File: src/hdl/hscpd_pkg.sv
// constants, types and carriers for the host strap and port decode block
// ----------------------------------------------------------------------
// Operation
// - sample eight host lines at reset release
// - host line 0 picks bus interface
// - one selects isa-style, zero alternate bus
// - host line 1 gates bios rom decode
// - rom window c0000 to c7fff when enabled
// - host line 2 picks pixel clock source
// - one: oscillator inputs; zero: select outputs
// - host line 3 picks memory clock rate
// - one: 50.350 on clock zero, else 56.644
// - host line 4 picks zero-wait pin mode
// - lines 5 to 7 only readable status
// - all eight straps readable in register
// - weak pull-ups on every host line
// - reset disables all extension features
// - extension writes need both enable groups
// - standard register bits untouched by extensions
// - ports 3c6-3c9 give palette strobes
// - optional 83c6-83c9 palette strobes
// - only 8-bit host transfers accepted
// - internal rom decode drives select, transceivers
// - zero-wait write ends cycle at once
// ----------------------------------------------------------------------
package hscpd_pkg;

	// strap bit positions
	localparam int STRAP_BUS = 0;
	localparam int STRAP_ROM = 1;
	localparam int STRAP_OSC = 2;
	localparam int STRAP_MCLK = 3;
	localparam int STRAP_ZWS = 4;

	// register offsets
	localparam logic [7:0] REG_EN_A = 8'h00;
	localparam logic [7:0] REG_EN_B = 8'h01;
	localparam logic [7:0] REG_STRAP = 8'h02;
	localparam logic [7:0] REG_EXT_CTRL = 8'h03;
	localparam logic [7:0] REG_STD_MISC = 8'h04;
	localparam logic [7:0] REG_STATUS = 8'h05;

	// field positions
	localparam int EN_BIT = 0;
	localparam int EXT_DAC_BIT = 0;
	localparam int EXT_WBUF_BIT = 1;
	localparam int MISC_CLK_LO = 2;

	// address windows
	localparam logic [19:0] ROM_LO = 20'hc0000;
	localparam logic [19:0] ROM_HI = 20'hc7fff;
	localparam logic [19:0] VMEM_LO = 20'ha0000;
	localparam logic [19:0] VMEM_HI = 20'hbffff;
	localparam logic [15:0] PAL_LO = 16'h03c6;
	localparam logic [15:0] PAL_HI = 16'h03c9;
	localparam logic [15:0] PALX_LO = 16'h83c6;
	localparam logic [15:0] PALX_HI = 16'h83c9;

	// wait states on non zero-wait display cycles
	localparam logic [3:0] WAIT_CYCLES = 4'h3;
	localparam logic [3:0] WAIT_LAST = 4'h1;

	typedef enum logic [1:0] {
		HSCPD_IDLE = 2'b00,
		HSCPD_WAIT = 2'b01,
		HSCPD_HOLD = 2'b10
	} hscpd_cyc_t;

	typedef struct packed {
		logic [19:0] mem_addr;
		logic [15:0] io_addr;
		logic memr;
		logic memw;
		logic iord;
		logic iowr;
	} hscpd_host_bus_t;

	typedef struct packed {
		logic [7:0] addr;
		logic [7:0] wdata;
		logic wr;
		logic rd;
	} hscpd_reg_req_t;

endpackage : hscpd_pkg

File: src/hdl/hscpd_sync.sv
// two-stage synchroniser for pin inputs
`timescale 1ns/1ps
module hscpd_sync #(
	parameter int W = 8
) (
	input wire logic core_clk_i,
	input wire logic ce_i,
	input wire logic [W-1:0] d_i,
	output logic [W-1:0] q_o
);
	import hscpd_pkg::*;

	typedef struct packed {
		logic [W-1:0] s1;
		logic [W-1:0] s2;
	} hscpd_sync_t;

	hscpd_sync_t st;
	hscpd_sync_t next_st;

	always_comb begin
		next_st.s1 = d_i;
		next_st.s2 = st.s1;
	end

	always_ff @(posedge core_clk_i) begin
		if (ce_i) begin
			st <= next_st;
		end
	end

	assign q_o = st.s2;

endmodule : hscpd_sync

File: src/hdl/hscpd_top.sv
// host strap capture, extension lock and port decode
`timescale 1ns/1ps
module hscpd_top (
	input wire logic core_clk_i,
	input wire logic nrst_i,
	input wire logic ce_i,
	input wire hscpd_pkg::hscpd_host_bus_t host_bus_i,
	input wire logic [7:0] host_addr_data_lines_i,
	output logic [7:0] host_addr_data_lines_o,
	output logic [7:0] host_addr_data_lines_oe_o,
	output logic [7:0] host_addr_data_pullup_o,
	input wire hscpd_pkg::hscpd_reg_req_t reg_req_i,
	output logic [7:0] reg_rdata_o,
	output logic bus_is_isa_o,
	output logic pix_clk_from_osc_o,
	output logic [1:0] upper_clock_pins_o,
	output logic [1:0] upper_clock_pins_oe_o,
	output logic mem_clk_from_one_o,
	output logic pal_rd_n_o,
	output logic pal_wr_n_o,
	output logic bios_rom_select_n_o,
	output logic xcvr_en_n_o,
	output logic zero_wait_indication_o,
	output logic rdy_o,
	output logic host_16bit_claim_o
);
	import hscpd_pkg::*;

	// ------------------------------------------------------------------
	// state
	// ------------------------------------------------------------------
	typedef struct packed {
		logic [7:0] strap;
		logic en_a;
		logic en_b;
		logic [7:0] ext_ctrl;
		logic [7:0] std_misc;
		logic [7:0] rdata;
		logic pal_rd;
		logic pal_wr;
		logic rom_hit;
		logic zero_wait_indication;
		logic waiting;
		hscpd_cyc_t cyc;
		logic [3:0] wcnt;
		logic prev_memr;
		logic prev_memw;
	} hscpd_state_t;

	hscpd_state_t st;
	hscpd_state_t next_st;

	hscpd_host_bus_t host_q;
	logic [7:0] ad_q;

	// ------------------------------------------------------------------
	// pin synchronisers
	// ------------------------------------------------------------------
	hscpd_sync #(
		.W($bits(hscpd_host_bus_t))
	) u_bus_sync (
		.core_clk_i(core_clk_i),
		.ce_i(ce_i),
		.d_i(host_bus_i),
		.q_o(host_q)
	);

	hscpd_sync #(
		.W(8)
	) u_ad_sync (
		.core_clk_i(core_clk_i),
		.ce_i(ce_i),
		.d_i(host_addr_data_lines_i),
		.q_o(ad_q)
	);

	// ------------------------------------------------------------------
	// decode
	// ------------------------------------------------------------------
	logic is_isa;
	logic rom_dec_en;
	logic zws_pins;
	logic zws_active;
	logic ext_unlocked;
	logic rom_win;
	logic vmem_win;
	logic pal_win;
	logic palx_win;
	logic pal_hit;
	logic memr_rise;
	logic memw_rise;

	assign is_isa = st.strap[STRAP_BUS];
	assign rom_dec_en = st.strap[STRAP_ROM] & is_isa;
	assign zws_pins = ~st.strap[STRAP_ZWS];
	assign zws_active = zws_pins & st.ext_ctrl[EXT_WBUF_BIT];
	assign ext_unlocked = st.en_a & st.en_b;

	assign rom_win = (host_q.mem_addr >= ROM_LO) && (host_q.mem_addr <= ROM_HI);
	assign vmem_win = (host_q.mem_addr >= VMEM_LO) && (host_q.mem_addr <= VMEM_HI);
	assign pal_win = (host_q.io_addr >= PAL_LO) && (host_q.io_addr <= PAL_HI);
	assign palx_win = (host_q.io_addr >= PALX_LO) && (host_q.io_addr <= PALX_HI);
	assign pal_hit = pal_win | (palx_win & st.ext_ctrl[EXT_DAC_BIT]);

	assign memr_rise = host_q.memr & ~st.prev_memr;
	assign memw_rise = host_q.memw & ~st.prev_memw;

	// ------------------------------------------------------------------
	// next state
	// ------------------------------------------------------------------
	always_comb begin
		next_st = st;
		next_st.rdata = 8'h00;
		next_st.zero_wait_indication = 1'b0;
		next_st.prev_memr = host_q.memr;
		next_st.prev_memw = host_q.memw;
		if (!nrst_i) begin
			next_st = '0;
			// follows the lines until release, then held
			next_st.strap = ad_q;
			// extension features and both groups off
			next_st.en_a = 1'b0;
			next_st.en_b = 1'b0;
			next_st.ext_ctrl = 8'h00;
		end else begin
			// register writes; strap has no write path
			if (reg_req_i.wr) begin
				case (reg_req_i.addr)
					REG_EN_A: begin
						next_st.en_a = reg_req_i.wdata[EN_BIT];
					end
					REG_EN_B: begin
						next_st.en_b = reg_req_i.wdata[EN_BIT];
					end
					REG_EXT_CTRL: begin
						if (ext_unlocked) begin
							next_st.ext_ctrl = reg_req_i.wdata;
						end
					end
					REG_STD_MISC: begin
						// written only by its own port
						next_st.std_misc = reg_req_i.wdata;
					end
					default: begin
						next_st.std_misc = st.std_misc;
					end
				endcase
			end

			// register reads, data in the next cycle
			if (reg_req_i.rd) begin
				case (reg_req_i.addr)
					REG_EN_A: begin
						next_st.rdata = {7'h00, st.en_a};
					end
					REG_EN_B: begin
						next_st.rdata = {7'h00, st.en_b};
					end
					REG_STRAP: begin
						next_st.rdata = st.strap;
					end
					REG_EXT_CTRL: begin
						next_st.rdata = st.ext_ctrl;
					end
					REG_STD_MISC: begin
						next_st.rdata = st.std_misc;
					end
					REG_STATUS: begin
						next_st.rdata = {3'h0, zws_active, ext_unlocked,
							st.waiting, st.cyc};
					end
					default: begin
						next_st.rdata = 8'h00;
					end
				endcase
			end

			// palette strobes
			next_st.pal_rd = host_q.iord & pal_hit;
			next_st.pal_wr = host_q.iowr & pal_hit;

			// bios rom read decode
			next_st.rom_hit = host_q.memr & rom_win & rom_dec_en;

			// display memory cycle control
			case (st.cyc)
				HSCPD_IDLE: begin
					if (memw_rise && vmem_win) begin
						if (zws_active) begin
							next_st.zero_wait_indication = 1'b1;
							next_st.cyc = HSCPD_HOLD;
						end else begin
							next_st.waiting = 1'b1;
							next_st.wcnt = WAIT_CYCLES;
							next_st.cyc = HSCPD_WAIT;
						end
					end else if (memr_rise && vmem_win) begin
						next_st.waiting = 1'b1;
						next_st.wcnt = WAIT_CYCLES;
						next_st.cyc = HSCPD_WAIT;
					end
				end
				HSCPD_WAIT: begin
					if (st.wcnt == WAIT_LAST) begin
						next_st.waiting = 1'b0;
						next_st.cyc = HSCPD_HOLD;
					end else begin
						next_st.wcnt = st.wcnt - WAIT_LAST;
					end
				end
				HSCPD_HOLD: begin
					if (!host_q.memr && !host_q.memw) begin
						next_st.cyc = HSCPD_IDLE;
					end
				end
				default: begin
					next_st.waiting = 1'b0;
					next_st.cyc = HSCPD_IDLE;
				end
			endcase
		end
	end

	// ------------------------------------------------------------------
	// state register
	// ------------------------------------------------------------------
	always_ff @(posedge core_clk_i) begin
		if (ce_i || !nrst_i) begin
			st <= next_st;
		end
	end

	// ------------------------------------------------------------------
	// outputs
	// ------------------------------------------------------------------
	// lines are only sampled here, never driven
	assign host_addr_data_lines_o = 8'h00;
	assign host_addr_data_lines_oe_o = 8'h00;
	assign host_addr_data_pullup_o = 8'hff;

	assign reg_rdata_o = st.rdata;
	assign bus_is_isa_o = is_isa;
	assign pix_clk_from_osc_o = st.strap[STRAP_OSC];
	// select outputs for an external generator when strap is zero
	assign upper_clock_pins_o = st.std_misc[MISC_CLK_LO+:2];
	assign upper_clock_pins_oe_o = {2{~st.strap[STRAP_OSC]}};
	assign mem_clk_from_one_o = ~st.strap[STRAP_MCLK];

	assign pal_rd_n_o = ~st.pal_rd;
	assign pal_wr_n_o = ~st.pal_wr;
	assign xcvr_en_n_o = ~st.rom_hit;
	// rom select shares its pin with zero-wait in that mode
	assign bios_rom_select_n_o = ~(st.rom_hit | (zws_pins & st.zero_wait_indication));
	assign zero_wait_indication_o = st.zero_wait_indication;
	assign rdy_o = ~st.waiting;
	// never claims a 16-bit transfer
	assign host_16bit_claim_o = 1'b0;
endmodule : hscpd_top

File: config.mk
export PLATFORM = sky130hd
export DESIGN_NAME = hscpd_top
export DESIGN_NICKNAME = d
export VERILOG_FILES = /design/src/hdl/hscpd_pkg.sv /design/src/hdl/hscpd_sync.sv /design/src/hdl/hscpd_top.sv
export SDC_FILE = /design/constraint.sdc
export NUM_CORES = 1
export LEC_CHECK = 0
export BUFFER_PORTS_ARGS = -buffer_cell sky130_fd_sc_hd__buf_2
export CORE_MARGIN = 2
export CORE_UTILIZATION = 40
export CTS_CLUSTER_SIZE = 40
export DETAILED_ROUTE_END_ITERATION = 10
export GPL_TIMING_DRIVEN = 0
export SETUP_SLACK_MARGIN = 0.1
export SYNTH_ARGS = -nofsm -noshare
export SYNTH_HDL_FRONTEND = slang
export SYNTH_HIERARCHICAL = 1
export SYNTH_SLANG_ARGS = --single-unit
File: constraint.sdc
create_clock -name core_clk_i -period 1.76 [get_ports core_clk_i]
set_clock_uncertainty 0.15 [all_clocks]
set_input_delay 0.176 -clock core_clk_i [delete_from_list [all_inputs] [get_ports core_clk_i]]
set_output_delay 0.176 -clock core_clk_i [all_outputs]
set_load 0.01 [all_outputs]
**After elaboration in Yosys (flattened, before gate mapping)**

Index checks and enable logic that the tools add are counted.

- Flip-flop bits (word level): 143
- Bits in latches: 0
- RAM bits: 0
- Memory bits (read-only): 0
- Input bits: 69
- Output and inout bits: 46
- Logic and storage cells: 115
- Memories: 0

- Add/subtract/negate cells: 1
- Multipliers: 0
- Divide/modulo/power cells: 0
- $lt $le $gt $ge: 8
- Equality and inequality tests: 21
- Shift-type cells: 0
- Multiplexer cells: 19
- Bitwise gates (word level): 24
- Reductions and logical operators: 23

Operators with widths:

| kind | number |
|---|---|
| $pmux W8 S6 | 1 |
| $ge A20 B20 Y1 const B | 2 |
| $le A20 B20 Y1 const B | 2 |
| $mux W8 | 3 |
| $mux W18 | 1 |
| $eq A8 B2 Y1 const B | 2 |
| $eq A8 B3 Y1 const B | 2 |
| $ge A16 B10 Y1 const B | 1 |
| $ge A16 B16 Y1 const B | 1 |
| $le A16 B10 Y1 const B | 1 |
| $le A16 B16 Y1 const B | 1 |
| $mux W7 | 2 |
| $ne A2 B1 Y1 const B | 6 |
| $reduce_and A3 Y1 | 4 |
| $and A1 B1 Y1 | 11 |
| $not A1 Y1 | 11 |
| $reduce_and A5 Y1 | 2 |
| $ne A3 B3 Y1 const B | 3 |
| $eq A8 B1 Y1 const B | 1 |
| $logic_not A8 Y1 | 1 |
| $mux W4 | 2 |
| $ne A4 B4 Y1 const B | 2 |
| $pmux W4 S2 | 1 |
| $reduce_and A4 Y1 | 2 |
| other kinds (17) | 31 |

**Longest topological paths before layout**

Gate-level depths: netlist of the first run.

- Word-level depth: 6
- Mapped depth: 6
- Gate-level depth less buffers: 6

**Modules after synthesis**

Netlist of the first run, hierarchy kept.

Modules (own cells, without submodules):

| module | times used | cells each | area each (sq um) | sequential area each (sq um) |
|---|---|---|---|---|
| hscpd_top | 1 | 221 | 2517.4 | 1411.4 |
| hscpd_sync (u_bus_sync) | 1 | 80 | 2402.3 | 2402.3 |
| hscpd_sync (u_ad_sync) | 1 | 16 | 480.5 | 480.5 |

**Least setup slack after synthesis of the first run**

Ideal clock, no wire load.

- Path type: input -> register
- Start: input reg_req_i[13] (netlist name)
- End: register st[21] (netlist name), enable pin
- Library setup time: 329 ps
- Data arrival time: 1281 ps
- Data required time: 1281 ps
- Setup slack: 0 ps
- Stages on the path: 4
- Path buffers: 0
- Cell sequence: or3_4 > nor4_1 > nand3_1 > nand2_1

- Word-level cells in the longest chain between the ends: 3

Ends and longest elaborated chain:

| element | line | RTL |
|---|---|---|
| start, declared | hscpd_top.sv:12 | `input wire hscpd_pkg::hscpd_reg_req_t reg_req_i,` |
| $eq A8 B3 Y1 | hscpd_top.sv:128 | `case (reg_req_i.addr)` |
| $ne A2 B1 Y1 (no source line) | -- |  |
| $reduce_and A3 Y1 (no source line) | -- |  |
| end signal, assigned | hscpd_top.sv:229 | `st <= next_st;` |
| end, declared | hscpd_top.sv:50 | `hscpd_state_t st;` |

Every way passes these cells.
A chain may end at the register's enable or synchronous reset.

**Worst setup path in the final report of the first run**

- Start: register st[3] (netlist name)
- End: register st[3] (netlist name), enable pin

- Word-level cells in the longest chain between the ends: 3

Ends and longest elaborated chain:

| element | line | RTL |
|---|---|---|
| $eq A4 B1 Y1 | hscpd_top.sv:204 | `if (st.wcnt == WAIT_LAST) begin` |
| $ne A3 B3 Y1 (no source line) | -- |  |
| $reduce_and A5 Y1 (no source line) | -- |  |

Every way passes these cells.

==> results of run 1 <==
## layer usage
metal | global-route usage | part of all wire | vias to the layer above
met4 | 0.0506 | 0.014 | 0
met3 | 0.0237 | 0.059 | 11
li1 | - | - | 1282
met5 | 0 | 0 | -
met2 | 0.232 | 0.49 | 87
met1 | 0.169 | 0.44 | 1187
## metrics by stage
step	hold WS [ns]	cell area [um^2]	power, W
floorplan	0.125	4530	0.00354
global placement	0.202	5070	0.00372
detailed placement	0.204	5070	0.00374
CTS	0.0266	5650	0.00514
global route	0.0504	5760	0.00538
finish	0.0376	5760	0.00518
## repair_timing
action                                  CTS  global route
hold buffers                             39             0
pin swaps                                 2             2
endpoints found under the setup margin   39            41
endpoints found under the hold margin    46             0
resized for setup                         5            19
setup buffers                             1             4
## area by class of cell
type | count | share of cell area
Buffer | 40 | 0.0499
Clock buffer | 10 | 0.0221
Clock inverter | 6 | 0.00738
Inverter | 16 | 0.0104
Multi-Input combinational cell | 141 | 0.163
Sequential cell | 111 | 0.578
Tap cell | 140 | 0.0304
Timing Repair Buffer | 116 | 0.138
## worst max path at each step
| stage | start | to | slack (ns) | cells after the start |
|---|---|---|---|---|
| 2_1_floorplan | reg_req_i[13] | st[29] | 0.07 | 3 |
| 3_3_place_gp | ce_i | st[5] | -0.74 | 3 |
| 3_5_place_dp | ce_i | st[4] | -0.80 | 3 |
| 4_1_cts | ce_i | zero_wait_indication_o | 0.09 | 2 |
| 5_1_grt | st[3] | st[7] | 0.05 | 6 |
| 6_report | st[3] | st[3] | 0.11 | 6 |
## power breakdown
part	switching [W]	internal [W]	leakage [nW]
registers	0.0000888	0.00314	1.11
logic	0.000286	0.000299	1.08
clock network	0.000841	0.000522	0.0863
total	0.00122	0.00397	2.27
## sequential cells by signal (all words and copies together), names as in the netlist
| register | flops |
|---|---|
| u_ad_sync/q_o | 8 |
| bus_is_isa_o | 1 |
| reg_rdata_o | 8 |
| upper_clock_pins_o | 2 |
| u_bus_sync/q_o | 24 |
| zero_wait_indication_o | 1 |
| u_bus_sync/next_st | 24 |
| u_ad_sync/next_st | 8 |
| pix_clk_from_osc_o | 1 |
| st | 34 |
## worst max-delay path, cell delays in order, from the launching register on
cell and delay [ns]:
edfxtp_1 0.41, inv_2 0.10, ha_4 0.14, nand2b_4 0.06
buf_6 0.12, o311ai_4 0.31, a21oi_4 0.12
## placed cells by master, fill, tap and decap left out, drive strengths merged, types with 5 or more instances in the layout
| cell | count |
|---|---|
| dlygate4sd3 | 39 |
| edfxtp | 111 |
| buf | 115 |
| mux2 | 6 |
| nand3 | 9 |
| nand2b | 5 |
| a21oi | 10 |
| o21ai | 6 |
| and2 | 13 |
| nor2b | 5 |
| inv | 18 |
| nand2 | 8 |
| conb | 25 |
| clkbuf | 12 |
| nor2 | 15 |
==> flow_metrics.env, run 1 <==
export IMPL_cts_tree="yes"
export IMPL_tns_ns=0
export IMPL_drive_above_1_share=0.345
export IMPL_die_h_um=109
export IMPL_r2r_cells=6
export IMPL_antenna_cells=0
export IMPL_area_delta_synth_final_pct=29.8
export IMPL_dp_hpwl_um=4940
export IMPL_crit_arrival_ns=1.60
export IMPL_gr_total_overflow=0
export IMPL_p_leak_nw=2.27
export IMPL_finalHoldViolations=0
export IMPL_core_mm2=0.0108
export IMPL_cp_required_ns=1.71
export IMPL_antenna_found_initial=0
export IMPL_clk_latency_ns=0.36
export IMPL_worst_hold_path_endpoint="reg_rdata_o[0]"
export IMPL_clock_path_buffers=2
export IMPL_dieArea_mm2=0.0120
export IMPL_rsz0062_at_grt="true"
export IMPL_ff2ff_setup_slack_ns=0.11
export IMPL_multi_input_area_um2=940
export IMPL_r2r_end="st[3]"
export IMPL_synthesis_instances=285
export IMPL_worstHoldStart="reg_req_i[0]"
export IMPL_syn_mean_instance_area_um2=15.6
export IMPL_ioPinCount=115
export IMPL_hold_path_class="input pin to flip-flop"
export IMPL_final_core_util=0.532
export IMPL_num_rows=38
export IMPL_grt_max_degree=71
export IMPL_grt_pass1_vias=2535
export IMPL_cts_root_buf="clkbuf_8"
export IMPL_critPathKind="flip-flop to flip-flop"
export IMPL_outcome="complete, no violations"
export IMPL_num_vias=2567
export IMPL_maxCapViolCount=0
export IMPL_cts_made_buffers=9
export IMPL_drc=0
export IMPL_grt_usage=0.134
export IMPL_drtPass1Iterations=4
export IMPL_worst_slew_pin_slew_ns=0.604
export IMPL_die_w_um=109
export IMPL_drt_iter0_drc=100
export IMPL_initial_core_util=0.410
export IMPL_register_area_mm2=0.00333
export IMPL_fin_cells=580
export IMPL_grt_pass1_wl_um=11900
export IMPL_fmax_ghz=0.607
export IMPL_critPathMaxFanout=4
export IMPL_relSlewSlack=0.597
export IMPL_via_per_inst=4.43
export IMPL_finalSetupViolCount=0
export IMPL_io_buffers=72
export IMPL_finalCriticalPeriod_ns=1.65
export IMPL_worstHoldPathCells=3
export IMPL_crit_path_end_kind="flip-flop"
export IMPL_r2r_start="st[3]"
export IMPL_wl_per_cell_um=13.4
export IMPL_nets=506
export IMPL_ir_drop_mv=0.466
export IMPL_routed_wl_um=7760
export IMPL_fin_ws_ns=0.114
export IMPL_clock_sinks=111
export IMPL_drtAntennaViolNets=0
export IMPL_start_kind="flip-flop"
export IMPL_slew_viol_final=0
export IMPL_p_per_area_mw_per_mm2=899
export IMPL_ys_warn_count=6
export IMPL_pre_cts_ws_ns=-0.804
export IMPL_htreeDepth=3
export IMPL_cts_clk_slew_worst_paths_ns=0.10
export IMPL_placedCellCount=520
export IMPL_finalCritPeriodShare=0.935
export IMPL_gp_congestion=0.784
export IMPL_fillCellCount=898
export IMPL_synth_area_mm2=0.00444
Power figures use the tool's default switching activity.
==> run 2, diff against run 1 <==
--- a/config.mk
+++ b/config.mk
@@ -7,10 +7,12 @@
 export LEC_CHECK = 0
 export BUFFER_PORTS_ARGS = -buffer_cell sky130_fd_sc_hd__buf_2
 export CORE_MARGIN = 2
-export CORE_UTILIZATION = 40
+export CORE_UTILIZATION = 51
+export CTS_BUF_LIST = sky130_fd_sc_hd__clkbuf_4 sky130_fd_sc_hd__clkbuf_8
 export CTS_CLUSTER_SIZE = 40
 export DETAILED_ROUTE_END_ITERATION = 10
 export GPL_TIMING_DRIVEN = 0
+export PLACE_DENSITY = 0.78
 export SETUP_SLACK_MARGIN = 0.1
 export SYNTH_ARGS = -nofsm -noshare
 export SYNTH_HDL_FRONTEND = slang
==> run 2 against run 1 <==
  * Cell area is 0.93% lower
  * Sequential power hardly changed
  * Critical endpoint unchanged
  * Critical path type unchanged
  * Sequential share of layout area is 0.54 points higher
  * Highest routed layer unchanged
  * Fmax is 4.6% lower
==> flow_metrics.env, run 2 (synthesis gave the netlist of run 1 again) <==
export IMPL_r2r_end="st[3]"
export IMPL_start_kind="flip-flop"
export IMPL_cp_slowest_cell="edfxtp_1"
export IMPL_cp_required_ns=1.71
export IMPL_cts_tree="yes"
export IMPL_fillCellCount=600
export IMPL_layout_commonest_cell="edfxtp_1"
export IMPL_outcome="complete, no violations"
export IMPL_maxCapViolCount=0
export IMPL_finalHoldViolations=0
export IMPL_finalSetupViolCount=0
export IMPL_drt_iter0_drc=102
export IMPL_slowest_delay_ns=0.43
export IMPL_crit_arrival_ns=1.67
export IMPL_grt_usage=0.171
export IMPL_p_leak_nw=2.27
export IMPL_antenna_found_initial=0
export IMPL_grt_pass1_wl_um=12300
export IMPL_finalCritPeriodShare=0.980
export IMPL_clock_path_buffers=2
export IMPL_dieArea_mm2=0.00947
export IMPL_grt_max_degree=71
export IMPL_htreeDepth=3
export IMPL_cts_made_buffers=9
export IMPL_io_buffers=72
export IMPL_clock_sinks=111
export IMPL_antenna_cells=0
export IMPL_whs_ns=0.0435
export IMPL_relSlewSlack=0.606
export IMPL_cts_clk_slew_worst_paths_ns=0.10
export IMPL_slew_viol_final=0
export IMPL_final_core_util=0.665
export IMPL_worst_slew_pin_slew_ns=0.591
export IMPL_drtPass1Iterations=5
export IMPL_critPathKind="flip-flop to flip-flop"
export IMPL_initial_core_util=0.517
export IMPL_seqPwrFrac=0.604
export IMPL_die_h_um=97.3
export IMPL_largest_reg_flops=34
export IMPL_swShare=0.230
export IMPL_mostFrequentLayoutCells="111 x edfxtp_1, 72 x buf_2, 40 x buf_4"
export IMPL_dp_hpwl_um=4800
export IMPL_num_rows=34
export IMPL_area_delta_synth_final_pct=28.6
export IMPL_drive_above_1_share=0.342
export IMPL_grt_pass1_vias=2603
export IMPL_worst_hold_path_endpoint="reg_rdata_o[0]"
export IMPL_top_register="st"
export IMPL_via_per_inst=4.88
export IMPL_fmax_ghz=0.580
export IMPL_gp_congestion=0.919
export IMPL_ir_drop_mv=0.952
export IMPL_critPathMaxFanout=4
export IMPL_routed_wl_um=7810
export IMPL_worstHoldPathCells=3
export IMPL_ioPinCount=115
export IMPL_die_w_um=97.3
export IMPL_ff2ff_setup_slack_ns=0.03
export IMPL_rsz0062_at_grt="true"
export IMPL_r2r_cells=5
export IMPL_core_mm2=0.00859
export IMPL_clk_latency_ns=0.36
export IMPL_p_switching_w=0.00123
export IMPL_hold_path_class="input pin to flip-flop"
export IMPL_p_clk_frac=0.289
export IMPL_cts_root_buf="clkbuf_8"
export IMPL_drtAntennaViolNets=0
export IMPL_finalCriticalPeriod_ns=1.73
export IMPL_crit_path_end_kind="flip-flop"
export IMPL_path_cells="inv_2 -> ha_4 -> nand2b_4 -> o311ai_1 -> a21oi_2"
export IMPL_p_comb_frac=0.107
export IMPL_worstHoldStart="reg_req_i[0]"
export IMPL_p_int_w=0.00412
export IMPL_num_vias=2669
export IMPL_r2r_start="st[3]"
export IMPL_drc=0
export IMPL_gr_total_overflow=0
export IMPL_p_per_area_mw_per_mm2=937
export IMPL_wl_per_cell_um=14.3
export IMPL_nets=505
==> run 2: cell count changes in the layout (fill, tap and decap cells not counted), sizes merged <==
| cell | delta |
|---|---|
| clkinv | -2 |
| buf | -1 |
| bufinv | +1 |
| clkbuf | -1 |
| clkinvlp | +1 |
| inv | +1 |
==> run 2: worst max-delay path: cells and delay by family (launching register included) <==
| kind | cells | cell delay, ns |
|---|---|---|
| DFF | 1 | 0.43 |
| buffers and inverters | 1 | 0.11 |
| and+or+nand+nor | 1 | 0.06 |
| adders and majority gates | 1 | 0.15 |
| AOI/OAI and AO/OA | 2 | 0.56 |
==> run 2: what timing repair did <==
action	CTS	global route
resized for setup	12	3
hold buffers	39	0
endpoints found under the hold margin	46	0
setup buffers	2	2
pin swaps	3	4
endpoints found under the setup margin	39	17
==> run 2: worst max path at each step <==
| stage | end | from | cells after the start |
|---|---|---|---|
| finish | st[3] | st[3] | 5 |
| global route | st[7] | st[3] | 6 |
| CTS | st[7] | st[3] | 6 |
| detailed placement | st[2] | ce_i | 3 |
| global placement | zero_wait_indication_o | ce_i | 2 |
| floorplan | st[29] | reg_req_i[13] | 3 |
==> run 2: area by class of cell <==
| cell class | instances | area [um^2] | share of cell area |
|---|---|---|---|
| flip-flops and latches | 111 | 3330 | 0.584 |
| multi-input cells | 141 | 896 | 0.157 |
| repair buffers | 115 | 787 | 0.138 |
| plain buffers | 40 | 287 | 0.0502 |
| well taps | 108 | 135 | 0.0237 |
| clock buffers | 9 | 124 | 0.0217 |
| clock inverters | 7 | 88.8 | 0.0156 |
| inverters | 16 | 60.1 | 0.0105 |
==> run 2: through the flow <==
stage          setup TNS, ns  power, W  worst slack [ns]  cells  instance area, um^2
3_3_place_gp          -25.56   0.00371            -0.739    488                 5030
4_1_cts                    0   0.00536            0.0713    545                 5690
3_5_place_dp          -30.69   0.00374            -0.859    488                 5030
2_1_floorplan              0   0.00354            0.0721    308                 4530
6_report                   0   0.00535            0.0348    547                 5710
5_1_grt               -0.182   0.00557           -0.0403    547                 5710
==> run 2: power by group through the flow <==
stage	clock network [W]	registers [W]	logic, W
detailed placement	0	0.00329	0.000450
floorplan	0	0.00326	0.000280
CTS	0.00158	0.00323	0.000546
global route	0.00170	0.00325	0.000623
finish	0.00155	0.00323	0.000570
global placement	0	0.00328	0.000430
==> run 2: layer usage <==
layer	global-route usage	vias to the layer above	wire, um
met1	0.206	1249	3120
met5	0	-	0
met2	0.285	121	3980
met3	0.0403	19	509
li1	-	1280	-
met4	0.0940	0	207
